File: src/common/scmc_pkg.sv
package scmc_pkg;

   // system clock and oscillator rates
   localparam int SYS_CLK_KHZ = 25000;
   localparam int SYS_CLK_PERIOD_NS = 40;
   localparam int FAST_OSC_KHZ = 8000;
   localparam int SLOW_OSC_KHZ = 32;

   // stabilisation times, least values, rounded up to whole cycles
   localparam int FAST_STAB_NS = 16000;
   localparam int SLOW_STAB_NS = 100000;
   localparam int STAB_W = 12;
   localparam logic [STAB_W-1:0] FAST_STAB_CYC =
      STAB_W'((FAST_STAB_NS + SYS_CLK_PERIOD_NS - 1) / SYS_CLK_PERIOD_NS);
   localparam logic [STAB_W-1:0] SLOW_STAB_CYC =
      STAB_W'((SLOW_STAB_NS + SYS_CLK_PERIOD_NS - 1) / SYS_CLK_PERIOD_NS);

   // phase accumulators that model the oscillators on sys_clk
   localparam int ACC_W = 15;
   localparam logic [ACC_W-1:0] ACC_DEN = ACC_W'(SYS_CLK_KHZ);
   localparam logic [ACC_W-1:0] FAST_STEP = ACC_W'(FAST_OSC_KHZ);
   localparam logic [ACC_W-1:0] SLOW_STEP = ACC_W'(SLOW_OSC_KHZ);
   localparam int DIV_W = 6;
   localparam int NUM_DIV = 7;

   // register byte addresses
   localparam logic [7:0] ADDR_SCC = 8'h00;
   localparam logic [7:0] ADDR_FOC = 8'h04;
   localparam logic [7:0] ADDR_IRQ_STATUS = 8'h08;
   localparam logic [7:0] ADDR_IRQ_MASK = 8'h0C;
   localparam logic [7:0] ADDR_MODE_STATUS = 8'h10;

   // field positions and reset values
   localparam int SCC_SEL_LSB = 5;
   localparam int SCC_FIDLE_BIT = 1;
   localparam int SCC_SIDLE_BIT = 0;
   localparam int FOC_EN_BIT = 0;
   localparam int FOC_FLAG_BIT = 1;
   localparam logic [7:0] SCC_RST = 8'h00;
   localparam logic [7:0] FOC_RST = 8'h01;
   localparam logic [2:0] SEL_SUB = 3'h7;
   localparam int IRQ_W = 3;
   localparam int IRQ_FAST_STABLE = 0;
   localparam int IRQ_SLOW_STABLE = 1;
   localparam int IRQ_SWITCH_DONE = 2;
   localparam logic [IRQ_W-1:0] IRQ_RST = 3'h0;

   localparam logic [1:0] RESP_OKAY = 2'h0;
   localparam logic [1:0] RESP_SLVERR = 2'h2;

   typedef enum logic [2:0] {
      SCMC_NORMAL, SCMC_SLOW, SCMC_SLEEP,
      SCMC_IDLE_SUB_ONLY, SCMC_IDLE_BOTH_ON, SCMC_IDLE_FAST_ONLY
   } scmc_mode_e;

   typedef struct packed {
      logic switch_pending;
      logic slow_on;
      logic sub_on;
      logic fast_on;
      logic core_on;
      scmc_mode_e mode;
   } scmc_mode_status_s;

   typedef struct packed {
      logic awvalid;
      logic [7:0] awaddr;
      logic wvalid;
      logic [31:0] wdata;
      logic [3:0] wstrb;
      logic bready;
      logic arvalid;
      logic [7:0] araddr;
      logic rready;
   } scmc_axi_req_s;

   typedef struct packed {
      logic awready;
      logic wready;
      logic bvalid;
      logic [1:0] bresp;
      logic arready;
      logic rvalid;
      logic [31:0] rdata;
      logic [1:0] rresp;
   } scmc_axi_rsp_s;

endpackage

File: src/hdl/scmc_top.sv
// Register access over AXI4-Lite and the register offsets were left to the implementer.
`timescale 1ns/1ps
module scmc_top
   import scmc_pkg::*;
(
   // clock and reset
   input wire logic sys_clk,
   input wire logic reset,
   // register bus
   input wire scmc_axi_req_s axi_req,
   output scmc_axi_rsp_s axi_rsp,
   // cpu side, same clock domain
   input wire logic halt_req,
   input wire logic wake_req,
   input wire logic wdt_enable,
   // clock ticks out
   output logic core_clk_tick,
   output logic [NUM_DIV-1:0] periph_fast_ticks,
   output logic sub_clk_tick,
   output logic wdt_clk_tick,
   // state out
   output logic cpu_run,
   output scmc_mode_e op_mode,
   output logic fast_osc_on,
   output logic slow_osc_on,
   output logic irq
);

   function automatic logic [ACC_W:0] osc_step(input logic [ACC_W-1:0] acc,
                                               input logic [ACC_W-1:0] step);
      logic [ACC_W:0] sum;
      logic [ACC_W:0] wrap;
      sum = {1'b0, acc} + {1'b0, step};
      wrap = sum - {1'b0, ACC_DEN};
      if (sum >= {1'b0, ACC_DEN}) begin
         return {1'b1, wrap[ACC_W-1:0]};
      end
      return {1'b0, sum[ACC_W-1:0]};
   endfunction

   // true when the low sel bits of the divider are all ones
   function automatic logic div_hit(input logic [DIV_W-1:0] cnt, input logic [2:0] sel);
      logic [DIV_W-1:0] mask;
      mask = ~(6'h3F << sel);
      return &(cnt | ~mask);
   endfunction

   function automatic scmc_mode_e halt_mode(input logic fidle, input logic sidle);
      unique case ({fidle, sidle})
         2'b00: return SCMC_SLEEP;
         2'b01: return SCMC_IDLE_SUB_ONLY;
         2'b11: return SCMC_IDLE_BOTH_ON;
         2'b10: return SCMC_IDLE_FAST_ONLY;
      endcase
   endfunction

   function automatic logic core_runs(input scmc_mode_e mode, input logic [2:0] sel);
      unique case (mode)
         SCMC_NORMAL, SCMC_SLOW, SCMC_IDLE_BOTH_ON: return 1'b1;
         SCMC_SLEEP: return 1'b0;
         SCMC_IDLE_SUB_ONLY: return sel == SEL_SUB;
         SCMC_IDLE_FAST_ONLY: return sel != SEL_SUB;
         default: return 1'b0;
      endcase
   endfunction

   function automatic logic [7:0] word_addr(input logic [7:0] a);
      return {a[7:2], 2'b00};
   endfunction

   // control registers
   logic [2:0] cks_ff;
   logic fidle_ff;
   logic sidle_ff;
   logic fast_en_ff;
   logic [2:0] eff_sel_ff;
   logic halted_ff;
   scmc_mode_e halt_mode_ff;
   // oscillator models
   logic [ACC_W-1:0] fast_acc_ff;
   logic [ACC_W-1:0] slow_acc_ff;
   logic [DIV_W-1:0] fast_div_cnt_ff;
   logic [STAB_W-1:0] fast_cnt_ff;
   logic [STAB_W-1:0] slow_cnt_ff;
   logic fast_stable_ff;
   logic slow_stable_ff;
   // interrupt
   logic [IRQ_W-1:0] irq_status_ff;
   logic [IRQ_W-1:0] irq_mask_ff;
   // bus slave
   logic awready_ff;
   logic wready_ff;
   logic bvalid_ff;
   logic [1:0] bresp_ff;
   logic arready_ff;
   logic rvalid_ff;
   logic [31:0] rdata_ff;
   logic [1:0] rresp_ff;
   logic aw_full_ff;
   logic w_full_ff;
   logic [7:0] waddr_ff;
   logic [31:0] wdata_ff;
   logic [3:0] wstrb_ff;
   // outputs
   logic core_clk_tick_ff;
   logic [NUM_DIV-1:0] periph_ticks_ff;
   logic sub_clk_tick_ff;
   logic wdt_clk_tick_ff;
   logic cpu_run_ff;
   scmc_mode_e op_mode_ff;
   logic fast_osc_on_ff;
   logic slow_osc_on_ff;
   logic irq_ff;

   // operating mode
   scmc_mode_e mode_w;
   assign mode_w = halted_ff ? halt_mode_ff :
                   (eff_sel_ff == SEL_SUB ? SCMC_SLOW : SCMC_NORMAL);

   // fast osc: in halt by its idle bit, otherwise on unless core sits on sub,
   // sub is still the selected clock and the enable bit is low
   logic fast_on_w;
   assign fast_on_w = halted_ff ?
      (halt_mode_ff == SCMC_IDLE_BOTH_ON || halt_mode_ff == SCMC_IDLE_FAST_ONLY) :
      (eff_sel_ff != SEL_SUB || cks_ff != SEL_SUB || fast_en_ff);

   // slow osc survives sleep only for the watchdog
   logic slow_on_w;
   logic sub_on_w;
   assign slow_on_w = !(mode_w == SCMC_SLEEP && !wdt_enable);
   assign sub_on_w = slow_on_w && mode_w != SCMC_SLEEP && mode_w != SCMC_IDLE_FAST_ONLY;

   // oscillator tick models
   logic [ACC_W:0] fast_step_w;
   logic [ACC_W:0] slow_step_w;
   logic fast_tick_w;
   logic slow_tick_w;
   logic sub_tick_w;
   assign fast_step_w = osc_step(fast_acc_ff, FAST_STEP);
   assign slow_step_w = osc_step(slow_acc_ff, SLOW_STEP);
   assign fast_tick_w = fast_on_w && fast_step_w[ACC_W];
   assign slow_tick_w = slow_on_w && slow_step_w[ACC_W];
   assign sub_tick_w = sub_on_w && slow_tick_w;

   // divided fast ticks for peripherals and the core
   logic [NUM_DIV-1:0] periph_div_w;
   for (genvar k = 0; k < NUM_DIV; k++) begin : g_div
      assign periph_div_w[k] = fast_tick_w && div_hit(fast_div_cnt_ff, 3'(k));
   end

   logic core_src_w;
   logic core_run_w;
   assign core_src_w = (eff_sel_ff == SEL_SUB) ? sub_tick_w : periph_div_w[eff_sel_ff];
   assign core_run_w = core_runs(mode_w, eff_sel_ff);

   // clock switch follows the request only once the target is stable
   logic [2:0] nxt_eff_sel;
   assign nxt_eff_sel = halted_ff ? eff_sel_ff :
      (cks_ff == SEL_SUB) ? (slow_stable_ff ? SEL_SUB : eff_sel_ff) :
      (fast_stable_ff ? cks_ff : eff_sel_ff);

   // stabilisation counters restart whenever an oscillator stops
   logic [STAB_W-1:0] nxt_fast_cnt;
   logic [STAB_W-1:0] nxt_slow_cnt;
   assign nxt_fast_cnt = !fast_on_w ? '0 :
      (fast_cnt_ff == FAST_STAB_CYC ? fast_cnt_ff : fast_cnt_ff + 12'h001);
   assign nxt_slow_cnt = !slow_on_w ? '0 :
      (slow_cnt_ff == SLOW_STAB_CYC ? slow_cnt_ff : slow_cnt_ff + 12'h001);

   // bus slave decode
   logic aw_hs_w;
   logic w_hs_w;
   logic ar_hs_w;
   logic wr_fire_w;
   logic [7:0] wa_w;
   logic [7:0] ra_w;
   logic wr_lane_w;
   assign aw_hs_w = axi_req.awvalid && awready_ff;
   assign w_hs_w = axi_req.wvalid && wready_ff;
   assign ar_hs_w = axi_req.arvalid && arready_ff;
   assign wr_fire_w = aw_full_ff && w_full_ff && !bvalid_ff;
   assign wa_w = word_addr(waddr_ff);
   assign ra_w = word_addr(axi_req.araddr);
   assign wr_lane_w = wr_fire_w && wstrb_ff[0];

   logic wr_hit_w;
   logic wr_scc_w;
   logic wr_foc_w;
   logic wr_ist_w;
   logic wr_imask_w;
   assign wr_scc_w = wr_lane_w && wa_w == ADDR_SCC;
   assign wr_foc_w = wr_lane_w && wa_w == ADDR_FOC;
   assign wr_ist_w = wr_lane_w && wa_w == ADDR_IRQ_STATUS;
   assign wr_imask_w = wr_lane_w && wa_w == ADDR_IRQ_MASK;
   assign wr_hit_w = wa_w == ADDR_SCC || wa_w == ADDR_FOC || wa_w == ADDR_IRQ_STATUS ||
                     wa_w == ADDR_IRQ_MASK || wa_w == ADDR_MODE_STATUS;

   logic nxt_aw_full;
   logic nxt_w_full;
   logic nxt_rvalid;
   assign nxt_aw_full = (aw_full_ff || aw_hs_w) && !wr_fire_w;
   assign nxt_w_full = (w_full_ff || w_hs_w) && !wr_fire_w;
   assign nxt_rvalid = ar_hs_w || (rvalid_ff && !axi_req.rready);

   // read views
   scmc_mode_status_s mstat_w;
   assign mstat_w = '{switch_pending: eff_sel_ff != cks_ff, slow_on: slow_on_w,
                      sub_on: sub_on_w, fast_on: fast_on_w, core_on: core_run_w,
                      mode: mode_w};
   logic [7:0] scc_rd_w;
   logic [7:0] foc_rd_w;
   logic [7:0] rd_byte_w;
   logic rd_hit_w;
   assign scc_rd_w = {cks_ff, 3'b000, fidle_ff, sidle_ff};
   assign foc_rd_w = {6'h00, fast_stable_ff, fast_en_ff};
   assign rd_hit_w = ra_w == ADDR_SCC || ra_w == ADDR_FOC || ra_w == ADDR_IRQ_STATUS ||
                     ra_w == ADDR_IRQ_MASK || ra_w == ADDR_MODE_STATUS;
   assign rd_byte_w = (ra_w == ADDR_SCC) ? scc_rd_w :
                      (ra_w == ADDR_FOC) ? foc_rd_w :
                      (ra_w == ADDR_IRQ_STATUS) ? {5'h00, irq_status_ff} :
                      (ra_w == ADDR_IRQ_MASK) ? {5'h00, irq_mask_ff} :
                      (ra_w == ADDR_MODE_STATUS) ? mstat_w : 8'h00;

   // interrupt events; a new event wins over a write-one clear
   logic [IRQ_W-1:0] ev_w;
   logic [IRQ_W-1:0] nxt_irq_status;
   assign ev_w[IRQ_FAST_STABLE] = !fast_stable_ff && fast_on_w && nxt_fast_cnt == FAST_STAB_CYC;
   assign ev_w[IRQ_SLOW_STABLE] = !slow_stable_ff && slow_on_w && nxt_slow_cnt == SLOW_STAB_CYC;
   assign ev_w[IRQ_SWITCH_DONE] = nxt_eff_sel != eff_sel_ff;
   assign nxt_irq_status = (irq_status_ff & ~(wr_ist_w ? wdata_ff[IRQ_W-1:0] : 3'h0)) | ev_w;

   // control registers
   always_ff @(posedge sys_clk) begin
      if (reset) begin
         cks_ff <= SCC_RST[SCC_SEL_LSB +: 3];
         fidle_ff <= SCC_RST[SCC_FIDLE_BIT];
         sidle_ff <= SCC_RST[SCC_SIDLE_BIT];
         fast_en_ff <= FOC_RST[FOC_EN_BIT];
         irq_mask_ff <= IRQ_RST;
      end else begin
         if (wr_scc_w) begin
            cks_ff <= wdata_ff[SCC_SEL_LSB +: 3];
            fidle_ff <= wdata_ff[SCC_FIDLE_BIT];
            sidle_ff <= wdata_ff[SCC_SIDLE_BIT];
         end
         if (wr_foc_w) begin
            fast_en_ff <= wdata_ff[FOC_EN_BIT];
         end
         if (wr_imask_w) begin
            irq_mask_ff <= wdata_ff[IRQ_W-1:0];
         end
      end
   end

   // halt and wake; halt mode latched from the idle bits
   always_ff @(posedge sys_clk) begin
      if (reset) begin
         halted_ff <= 1'b0;
         halt_mode_ff <= SCMC_SLEEP;
      end else if (!halted_ff && halt_req) begin
         halted_ff <= 1'b1;
         halt_mode_ff <= halt_mode(fidle_ff, sidle_ff);
      end else if (halted_ff && wake_req) begin
         halted_ff <= 1'b0;
      end
   end

   // oscillators, divider, stability
   always_ff @(posedge sys_clk) begin
      if (reset) begin
         eff_sel_ff <= SCC_RST[SCC_SEL_LSB +: 3];
         fast_acc_ff <= '0;
         slow_acc_ff <= '0;
         fast_div_cnt_ff <= '0;
         fast_cnt_ff <= '0;
         slow_cnt_ff <= '0;
         fast_stable_ff <= 1'b0;
         slow_stable_ff <= 1'b0;
         irq_status_ff <= IRQ_RST;
      end else begin
         eff_sel_ff <= nxt_eff_sel;
         fast_acc_ff <= fast_on_w ? fast_step_w[ACC_W-1:0] : '0;
         slow_acc_ff <= slow_on_w ? slow_step_w[ACC_W-1:0] : '0;
         fast_div_cnt_ff <= !fast_on_w ? '0 :
                            (fast_tick_w ? fast_div_cnt_ff + 6'h01 : fast_div_cnt_ff);
         fast_cnt_ff <= nxt_fast_cnt;
         slow_cnt_ff <= nxt_slow_cnt;
         fast_stable_ff <= fast_on_w && nxt_fast_cnt == FAST_STAB_CYC;
         slow_stable_ff <= slow_on_w && nxt_slow_cnt == SLOW_STAB_CYC;
         irq_status_ff <= nxt_irq_status;
      end
   end

   // registered outputs; watchdog takes the raw slow osc
   always_ff @(posedge sys_clk) begin
      if (reset) begin
         core_clk_tick_ff <= 1'b0;
         periph_ticks_ff <= '0;
         sub_clk_tick_ff <= 1'b0;
         wdt_clk_tick_ff <= 1'b0;
         cpu_run_ff <= 1'b0;
         op_mode_ff <= SCMC_NORMAL;
         fast_osc_on_ff <= 1'b0;
         slow_osc_on_ff <= 1'b0;
         irq_ff <= 1'b0;
      end else begin
         core_clk_tick_ff <= core_run_w && core_src_w;
         periph_ticks_ff <= periph_div_w;
         sub_clk_tick_ff <= sub_tick_w;
         wdt_clk_tick_ff <= slow_tick_w;
         cpu_run_ff <= !halted_ff;
         op_mode_ff <= mode_w;
         fast_osc_on_ff <= fast_on_w;
         slow_osc_on_ff <= slow_on_w;
         irq_ff <= |(irq_status_ff & irq_mask_ff);
      end
   end

   // bus slave: one write and one read in flight
   always_ff @(posedge sys_clk) begin
      if (reset) begin
         aw_full_ff <= 1'b0;
         w_full_ff <= 1'b0;
         awready_ff <= 1'b0;
         wready_ff <= 1'b0;
         bvalid_ff <= 1'b0;
         bresp_ff <= RESP_OKAY;
         waddr_ff <= 8'h00;
         wdata_ff <= 32'h0000_0000;
         wstrb_ff <= 4'h0;
      end else begin
         aw_full_ff <= nxt_aw_full;
         w_full_ff <= nxt_w_full;
         awready_ff <= !nxt_aw_full;
         wready_ff <= !nxt_w_full;
         if (aw_hs_w) begin
            waddr_ff <= axi_req.awaddr;
         end
         if (w_hs_w) begin
            wdata_ff <= axi_req.wdata;
            wstrb_ff <= axi_req.wstrb;
         end
         if (wr_fire_w) begin
            bvalid_ff <= 1'b1;
            bresp_ff <= wr_hit_w ? RESP_OKAY : RESP_SLVERR;
         end else if (axi_req.bready) begin
            bvalid_ff <= 1'b0;
         end
      end
   end

   always_ff @(posedge sys_clk) begin
      if (reset) begin
         arready_ff <= 1'b0;
         rvalid_ff <= 1'b0;
         rdata_ff <= 32'h0000_0000;
         rresp_ff <= RESP_OKAY;
      end else begin
         arready_ff <= !nxt_rvalid;
         rvalid_ff <= nxt_rvalid;
         if (ar_hs_w) begin
            rdata_ff <= {24'h00_0000, rd_byte_w};
            rresp_ff <= rd_hit_w ? RESP_OKAY : RESP_SLVERR;
         end
      end
   end

   assign axi_rsp = '{awready: awready_ff, wready: wready_ff, bvalid: bvalid_ff,
                      bresp: bresp_ff, arready: arready_ff, rvalid: rvalid_ff,
                      rdata: rdata_ff, rresp: rresp_ff};
   assign core_clk_tick = core_clk_tick_ff;
   assign periph_fast_ticks = periph_ticks_ff;
   assign sub_clk_tick = sub_clk_tick_ff;
   assign wdt_clk_tick = wdt_clk_tick_ff;
   assign cpu_run = cpu_run_ff;
   assign op_mode = op_mode_ff;
   assign fast_osc_on = fast_osc_on_ff;
   assign slow_osc_on = slow_osc_on_ff;
   assign irq = irq_ff;
endmodule // scmc_top

File: config.mk
export PLATFORM = sky130hd
export DESIGN_NAME = scmc_top
export DESIGN_NICKNAME = d
export VERILOG_FILES = /design/src/common/scmc_pkg.sv /design/src/hdl/scmc_top.sv
export SDC_FILE = /design/constraint.sdc
export NUM_CORES = 1
export LEC_CHECK = 0
export BUFFER_PORTS_ARGS = -buffer_cell sky130_fd_sc_hd__buf_4
export CAP_MARGIN = 10
export CORE_AREA = 2 2 80 159
export CTS_CLUSTER_DIAMETER = 40
export CTS_CLUSTER_SIZE = 20
export DETAILED_ROUTE_END_ITERATION = 8
export DIE_AREA = 0 0 82 161
export PLACE_DENSITY = 0.78
export SLEW_MARGIN = 0
export SYNTH_ARGS = -nofsm -noshare
export SYNTH_HDL_FRONTEND = slang
export SYNTH_SLANG_ARGS = --single-unit
File: constraint.sdc
create_clock -name sys_clk -period 3.4 [get_ports sys_clk]
set_input_delay 0.17 -clock sys_clk [delete_from_list [all_inputs] [get_ports sys_clk]]
set_output_delay 0.17 -clock sys_clk [all_outputs]
set_load 0.05 [all_outputs]
; After elaboration in Yosys (flattened, before gate mapping)
; Index checks and enable logic that the tools add are counted.
[op_classes]
n_reduce_logical = 74
eq_ne = 30
n_mux = 34
addsub = 7
magnitude_cmp = 3
bitwise = 5
[op_table]
columns = op, count
row1 = 16-bit 2-to-1 mux, 4
row2 = 12-bit 2-to-1 mux, 4
row3 = 8-bit 2-to-1 mux, 5
row4 = 1-bit logical AND, 34
row5 = 16-bit by 15-bit >= comparator with 1-bit output (second input constant), 2
row6 = 15-bit subtractor (second input constant), 2
row7 = 12-bit by 1-bit adder with 12-bit output (second input constant), 2
row8 = 12-bit == test (second input constant), 2
row9 = 12-bit by 9-bit == test with 1-bit output (second input constant), 2
row10 = 6-bit by 2-bit == test with 1-bit output (second input constant), 4
row11 = 3-bit == test (second input constant), 6
row12 = 3-bit 2-to-1 mux, 6
row13 = 15-bit by 13-bit adder with 16-bit output (second input constant), 1
row14 = 15-bit by 6-bit adder with 16-bit output (second input constant), 1
row15 = 8-bit logical NOT, 2
row16 = 1-bit logical OR, 14
row17 = 6-bit by 1-bit == test with 1-bit output (second input constant), 2
row18 = 6-bit by 3-bit == test with 1-bit output (second input constant), 2
row19 = 3-bit case mux with 4 select lines, 1
row20 = 1-bit logical NOT, 11
row21 = 1-bit 2-to-1 mux, 10
row22 = 3-bit inequality test (second input constant), 3
row23 = 6-bit by 1-bit adder with 6-bit output (second input constant), 1
row24 = 3-bit AND, 2
row25 = 23 further kinds, 30
[totals]
in_bits = 62
output_inout_bits = 58
register_bits = 134

; Longest topological paths before layout
[depth]
word_depth = 13
depth_mapped = 10
mapped_depth_nobuf = 8

; Worst setup path after synthesis
; Ideal clock, no wire load.
[synth_path]
path_kind = flip-flop to flip-flop
startpoint = register fast_acc_ff[6]
endpoint = register fast_acc_ff[13]
required_time_ps = 3329
period_less_slack_ps = 2372
path_buffers = 1
path_stages_with_launch = 9
arrival_time_ps = 2302
setup_slack_ps = 1028
cell_sequence = dfxtp_1 > inv_1 > ha_1 > or3_4 > and3_4 > and4_4 > buf_6 > or4_1 > a21oi_1
[synth_between]
elab_chain_len = 4
[synth_lines]
columns = item, line_no
row1 = "start, declared", scmc_top.sv:80  ; logic [ACC_W-1:0] fast_acc_ff;
row2 = "start signal, assigned", scmc_top.sv:282  ; fast_acc_ff <= fast_on_w ? fast_step_w[ACC_W-1:0] : '0;
row3 = 15-bit by 13-bit adder with 16-bit output (*), scmc_top.sv:33  ; sum = {1'b0, acc} + {1'b0, step};
row4 = 15-bit subtractor / 16-bit by 15-bit >= comparator with 1-bit output (equally long branches), "scmc_top.sv:34, scmc_top.sv:35"
row5 = 16-bit 2-to-1 mux / 1-bit 2-to-1 mux (equally long branches), scmc_top.sv:35  ; if (sum >= {1'b0, ACC_DEN}) begin
row6 = 16-bit 2-to-1 mux (*), scmc_top.sv:38  ; return {1'b0, sum[ACC_W-1:0]};
; Every way passes the cells marked *; elsewhere a longest branch is shown, timed or not. The select of a mux whose other input is x is not followed.
; A chain may end at the register's enable or synchronous reset.

; Worst setup path after layout
; Ends and elaborated chain as after synthesis.

==> summary.log <==
INFO  worst_setup_path ff2ff_path_depth=7
INFO  grt            grt_pass1_vias=5322
INFO  place          placement.setup.worst_slack=661ps
INFO  yosys          ys_seq_area_frac=0.373
INFO  yosys          number_of_enable_type_register_cells_in_the_synthesized_netlist=0
INFO  worst_setup_path worst_r2r_endpoint=fast_acc_ff[13]
INFO  timing         skew=5.61ps
INFO  timing         report.final.hold_viol_count=0
INFO  timing         report.final.slew_viol_count=0
INFO  pwr            p_leak=2.99nW
INFO  yosys          post_synth_instance_area=0.00656mm2
INFO  yosys          syn-instance-count=805
INFO  routing        detail_route.drc_violations=0
INFO  die            design.die.area=0.0132mm2
INFO  worst_setup_path timing.critical_path.arrival=3120ps
INFO  yosys          postSynth.topFlopCell=sky130_fd_sc_hd__dfxtp_1
INFO  worst_setup_path setup.reg_to_reg.worst_slack=630ps
INFO  grt            grt_antenna_before_repair=0
INFO  worst_setup_path critPathRequiredTime=3750ps
INFO  final_layout   post_route_cells_drive_above_1_share=0.134
INFO  die            die_x=82um
INFO  clock_tree     maximum_buffer_depth_of_the_clock_tree=2
INFO  clock_tree     cts_max_level=4
INFO  die            initial_core_util=0.547
INFO  clock_tree     root_buffer=sky130_fd_sc_hd__clkbuf_16
INFO  yosys          mean_cell_area_of_the_mapped_netlist=8.14um2
INFO  timing         fin_crit_period=2770ps
INFO  hold_path      worst_hold_path_type=in2reg
INFO  final_layout   finalCoreUtilization=0.631
INFO  clock_tree     cts.sink_count=122
INFO  pwr            power.density_cell_area=582mW/mm2
INFO  routing        wirelength=14200um
INFO  final_layout   finish.net_count=926
INFO  clock_tree     clkSlewWorstSetupHoldPaths=50ps
INFO  die            die_height=161um
INFO  final_layout   final_cells=1004
INFO  timing         setup_slack=628ps
INFO  routing        drt-pass1-iter-count=5
INFO  yosys          top_cells_by_area_in_the_synthesized_netlist=sky130_fd_sc_hd__dfxtp_1, sky130_fd_sc_hd__a21oi_1, sky130_fd_sc_hd__nor2_1
INFO  outcome        outcome=finished clean
INFO  timing         max_slew_margin=0.526
INFO  worst_setup_path r2r-start=fast_acc_ff[6]
INFO  place          post_dp_cell_area=0.00690mm2
INFO  worst_setup_path setup.worst_path.class=reg2reg
INFO  pwr            totalPowerFinal=4.40mW
INFO  place          final_weighted_congestion_in_routability_driven_placement=0.846
INFO  clock_tree     worst_skew_pair.late_latency=420ps
INFO  worst_setup_path setup.worst_path.end_class=flip-flop
INFO  final_layout   fillCellCount=1056
INFO  place          buffer_ports.inserted=60
INFO  routing        wl_per_cell=14.2um
INFO  timing         fmax=0.361GHz
INFO  final_layout   insertedDiodeCount=0
INFO  worst_setup_path critPathMaxFanout=19
INFO  routing        detailroute.via_count=5713
INFO  place          place.detailed.instances=971
INFO  clock_tree     cts_inserted_buffers=17
INFO  final_layout   final_design_area_no_fill=0.00756mm2
INFO  timing         unrepaired_setup_endpoints_after_global_routing=no
INFO  yosys          yosys.area.top_type=sky130_fd_sc_hd__dfxtp_1
INFO  yosys          synthArstFlopShare=0
INFO  timing         worst_slew_pin_slew=704ps
INFO  yosys          yosys.area.top_type_share=0.373
INFO  place          hpwlAfterDp=9760um
INFO  yosys          synth_seq_cells=122
INFO  yosys          synth_cell_type_count=73
INFO  timing         holdWs=13.0ps
INFO  grt            gr-usage-all-layers=0.228
INFO  hold_path      min-delay-start=axi_req[17]
INFO  timing         fin_crit_sh=0.815
INFO  grt            wire_length_of_the_first_global_routing_pass=24300um
INFO  hold_path      timing.hold.worst_endpoint=wdata_ff[2]
INFO  routing        first_iter_violations=386
INFO  die            core_area=0.0120mm2
INFO  worst_setup_path worst_setup_path_start_kind=flip-flop
INFO  yosys          cell_with_the_most_instances_after_synthesis=sky130_fd_sc_hd__dfxtp_1
INFO  die            design.portCount=120
INFO  routing        final_antenna_net_count=0
INFO  pwr            vdd_ir_drop_max=0.000444V
INFO  grt            global_route.overflow_total=0
INFO  final_layout   layout_stage_area_growth_over_the_synthesis_result=15.4%
INFO  timing         setup_viol_count_final=0
INFO  hold_path      worst_hold_path.num_cells=3
INFO  timing         totalNegativeSetupSlack=0ps
INFO  clock_tree     cts_tree=built
INFO  yosys          synth.yosys.warnings=0
INFO  yosys          ys_top_cells_by_count=sky130_fd_sc_hd__dfxtp_1, sky130_fd_sc_hd__nor2_1, sky130_fd_sc_hd__nand2_1, sky130_fd_sc_hd__a21oi_1, sky130_fd_sc_hd__nand3_1
INFO  die            num_rows=57
INFO  grt            maximum_number_of_pins_on_one_net_before_global_route_repair=52
INFO  routing        drt-vias-per-instance=5.69
INFO  clock_tree     cts_setup_buffers=0
INFO  run            drv_cap=0
layout make-up:
class,instances,area [um2],share of cell area
Clock inverter,11,191,0.0253
Multi-Input combinational cell,599,3640,0.481
Sequential cell,122,2440,0.323
Tap cell,147,184,0.0243
Timing Repair Buffer,67,505,0.0668
Inverter,37,139,0.0184
Clock buffer,21,460,0.0609
where the power goes:
part	total [mW]	internal, mW	switching, mW
Combinational	0.803	0.290	0.514
Sequential	1.62	1.51	0.117
Clock	1.97	1.34	0.634
Total	4.40	3.13	1.27
layer usage:
layer	vias to the layer above	global-route usage	share of wire
met5	-	0	0
li1	2877	-	-
met2	163	0.361	0.49
met1	2640	0.297	0.44
met3	33	0.0570	0.051
met4	0	0.0833	0.019
timing repair:
action / CTS / global route
resized for setup: 0 / 0
hold endpoints to repair: 1 / 0
hold buffers: 1 / 0
endpoints found under the setup margin: 0 / 0
flip-flops by register name (all words and copies together), names as in the netlist, 3 cells and up:
name / cells
fast_cnt_ff: 12
halt_mode_ff: 3
eff_sel_ff: 3
irq_mask_ff: 3
slow_acc_ff: 12
waddr_ff: 6
rdata_ff: 8
cks_ff: 3
fast_div_cnt_ff: 6
wdata_ff: 6
periph_fast_ticks: 7
op_mode: 3
fast_acc_ff: 12
slow_cnt_ff: 12
irq_status_ff: 3
cell usage in the layout (no fill, tap or decap), types with 16 or more instances in the layout:
cell type / count
sky130_fd_sc_hd__xor2_1: 16
sky130_fd_sc_hd__nand3_1: 46
sky130_fd_sc_hd__buf_4: 66
sky130_fd_sc_hd__nand2_1: 74
sky130_fd_sc_hd__and3_1: 18
sky130_fd_sc_hd__nor3_1: 24
sky130_fd_sc_hd__inv_1: 36
sky130_fd_sc_hd__clkbuf_16: 17
sky130_fd_sc_hd__ha_1: 20
sky130_fd_sc_hd__a21oi_1: 66
sky130_fd_sc_hd__conb_1: 26
sky130_fd_sc_hd__nor2_1: 83
sky130_fd_sc_hd__xnor2_1: 20
sky130_fd_sc_hd__o21ai_0: 25
sky130_fd_sc_hd__dfxtp_1: 122
cells by family after synthesis:
logic type,Yosys count,synth area share
AOI/OAI and AO/OA,175,0.176
and+or+nand+nor,326,0.250
buffers and inverters,109,0.0870
adders and majority gates,20,0.0382
DFF,122,0.373
other,1,0.000572
muxes,15,0.0235
xor gates and xnor gates,37,0.0523
critical path, stage by stage (launching register included):
cell                      delay (ps)
sky130_fd_sc_hd__dfxtp_1         470
sky130_fd_sc_hd__ha_1            550
sky130_fd_sc_hd__xor2_4          170
sky130_fd_sc_hd__or3_4           420
sky130_fd_sc_hd__and3_4          160
sky130_fd_sc_hd__and4_4          260
sky130_fd_sc_hd__or4_1           520
sky130_fd_sc_hd__a21oi_1         140
worst max path at each step:
stage,start,to,slack (ps),depth (start not counted)
detailed placement,fast_acc_ff[6],fast_acc_ff[13],660,7
global placement,fast_acc_ff[6],fast_acc_ff[13],730,7
floorplan,fast_acc_ff[6],fast_acc_ff[13],1030,8
finish,fast_acc_ff[6],fast_acc_ff[13],630,7
CTS,fast_acc_ff[6],fast_acc_ff[13],640,7
global route,fast_acc_ff[6],core_clk_tick,420,7
Note: power is estimated with default switching activity, not from simulation.
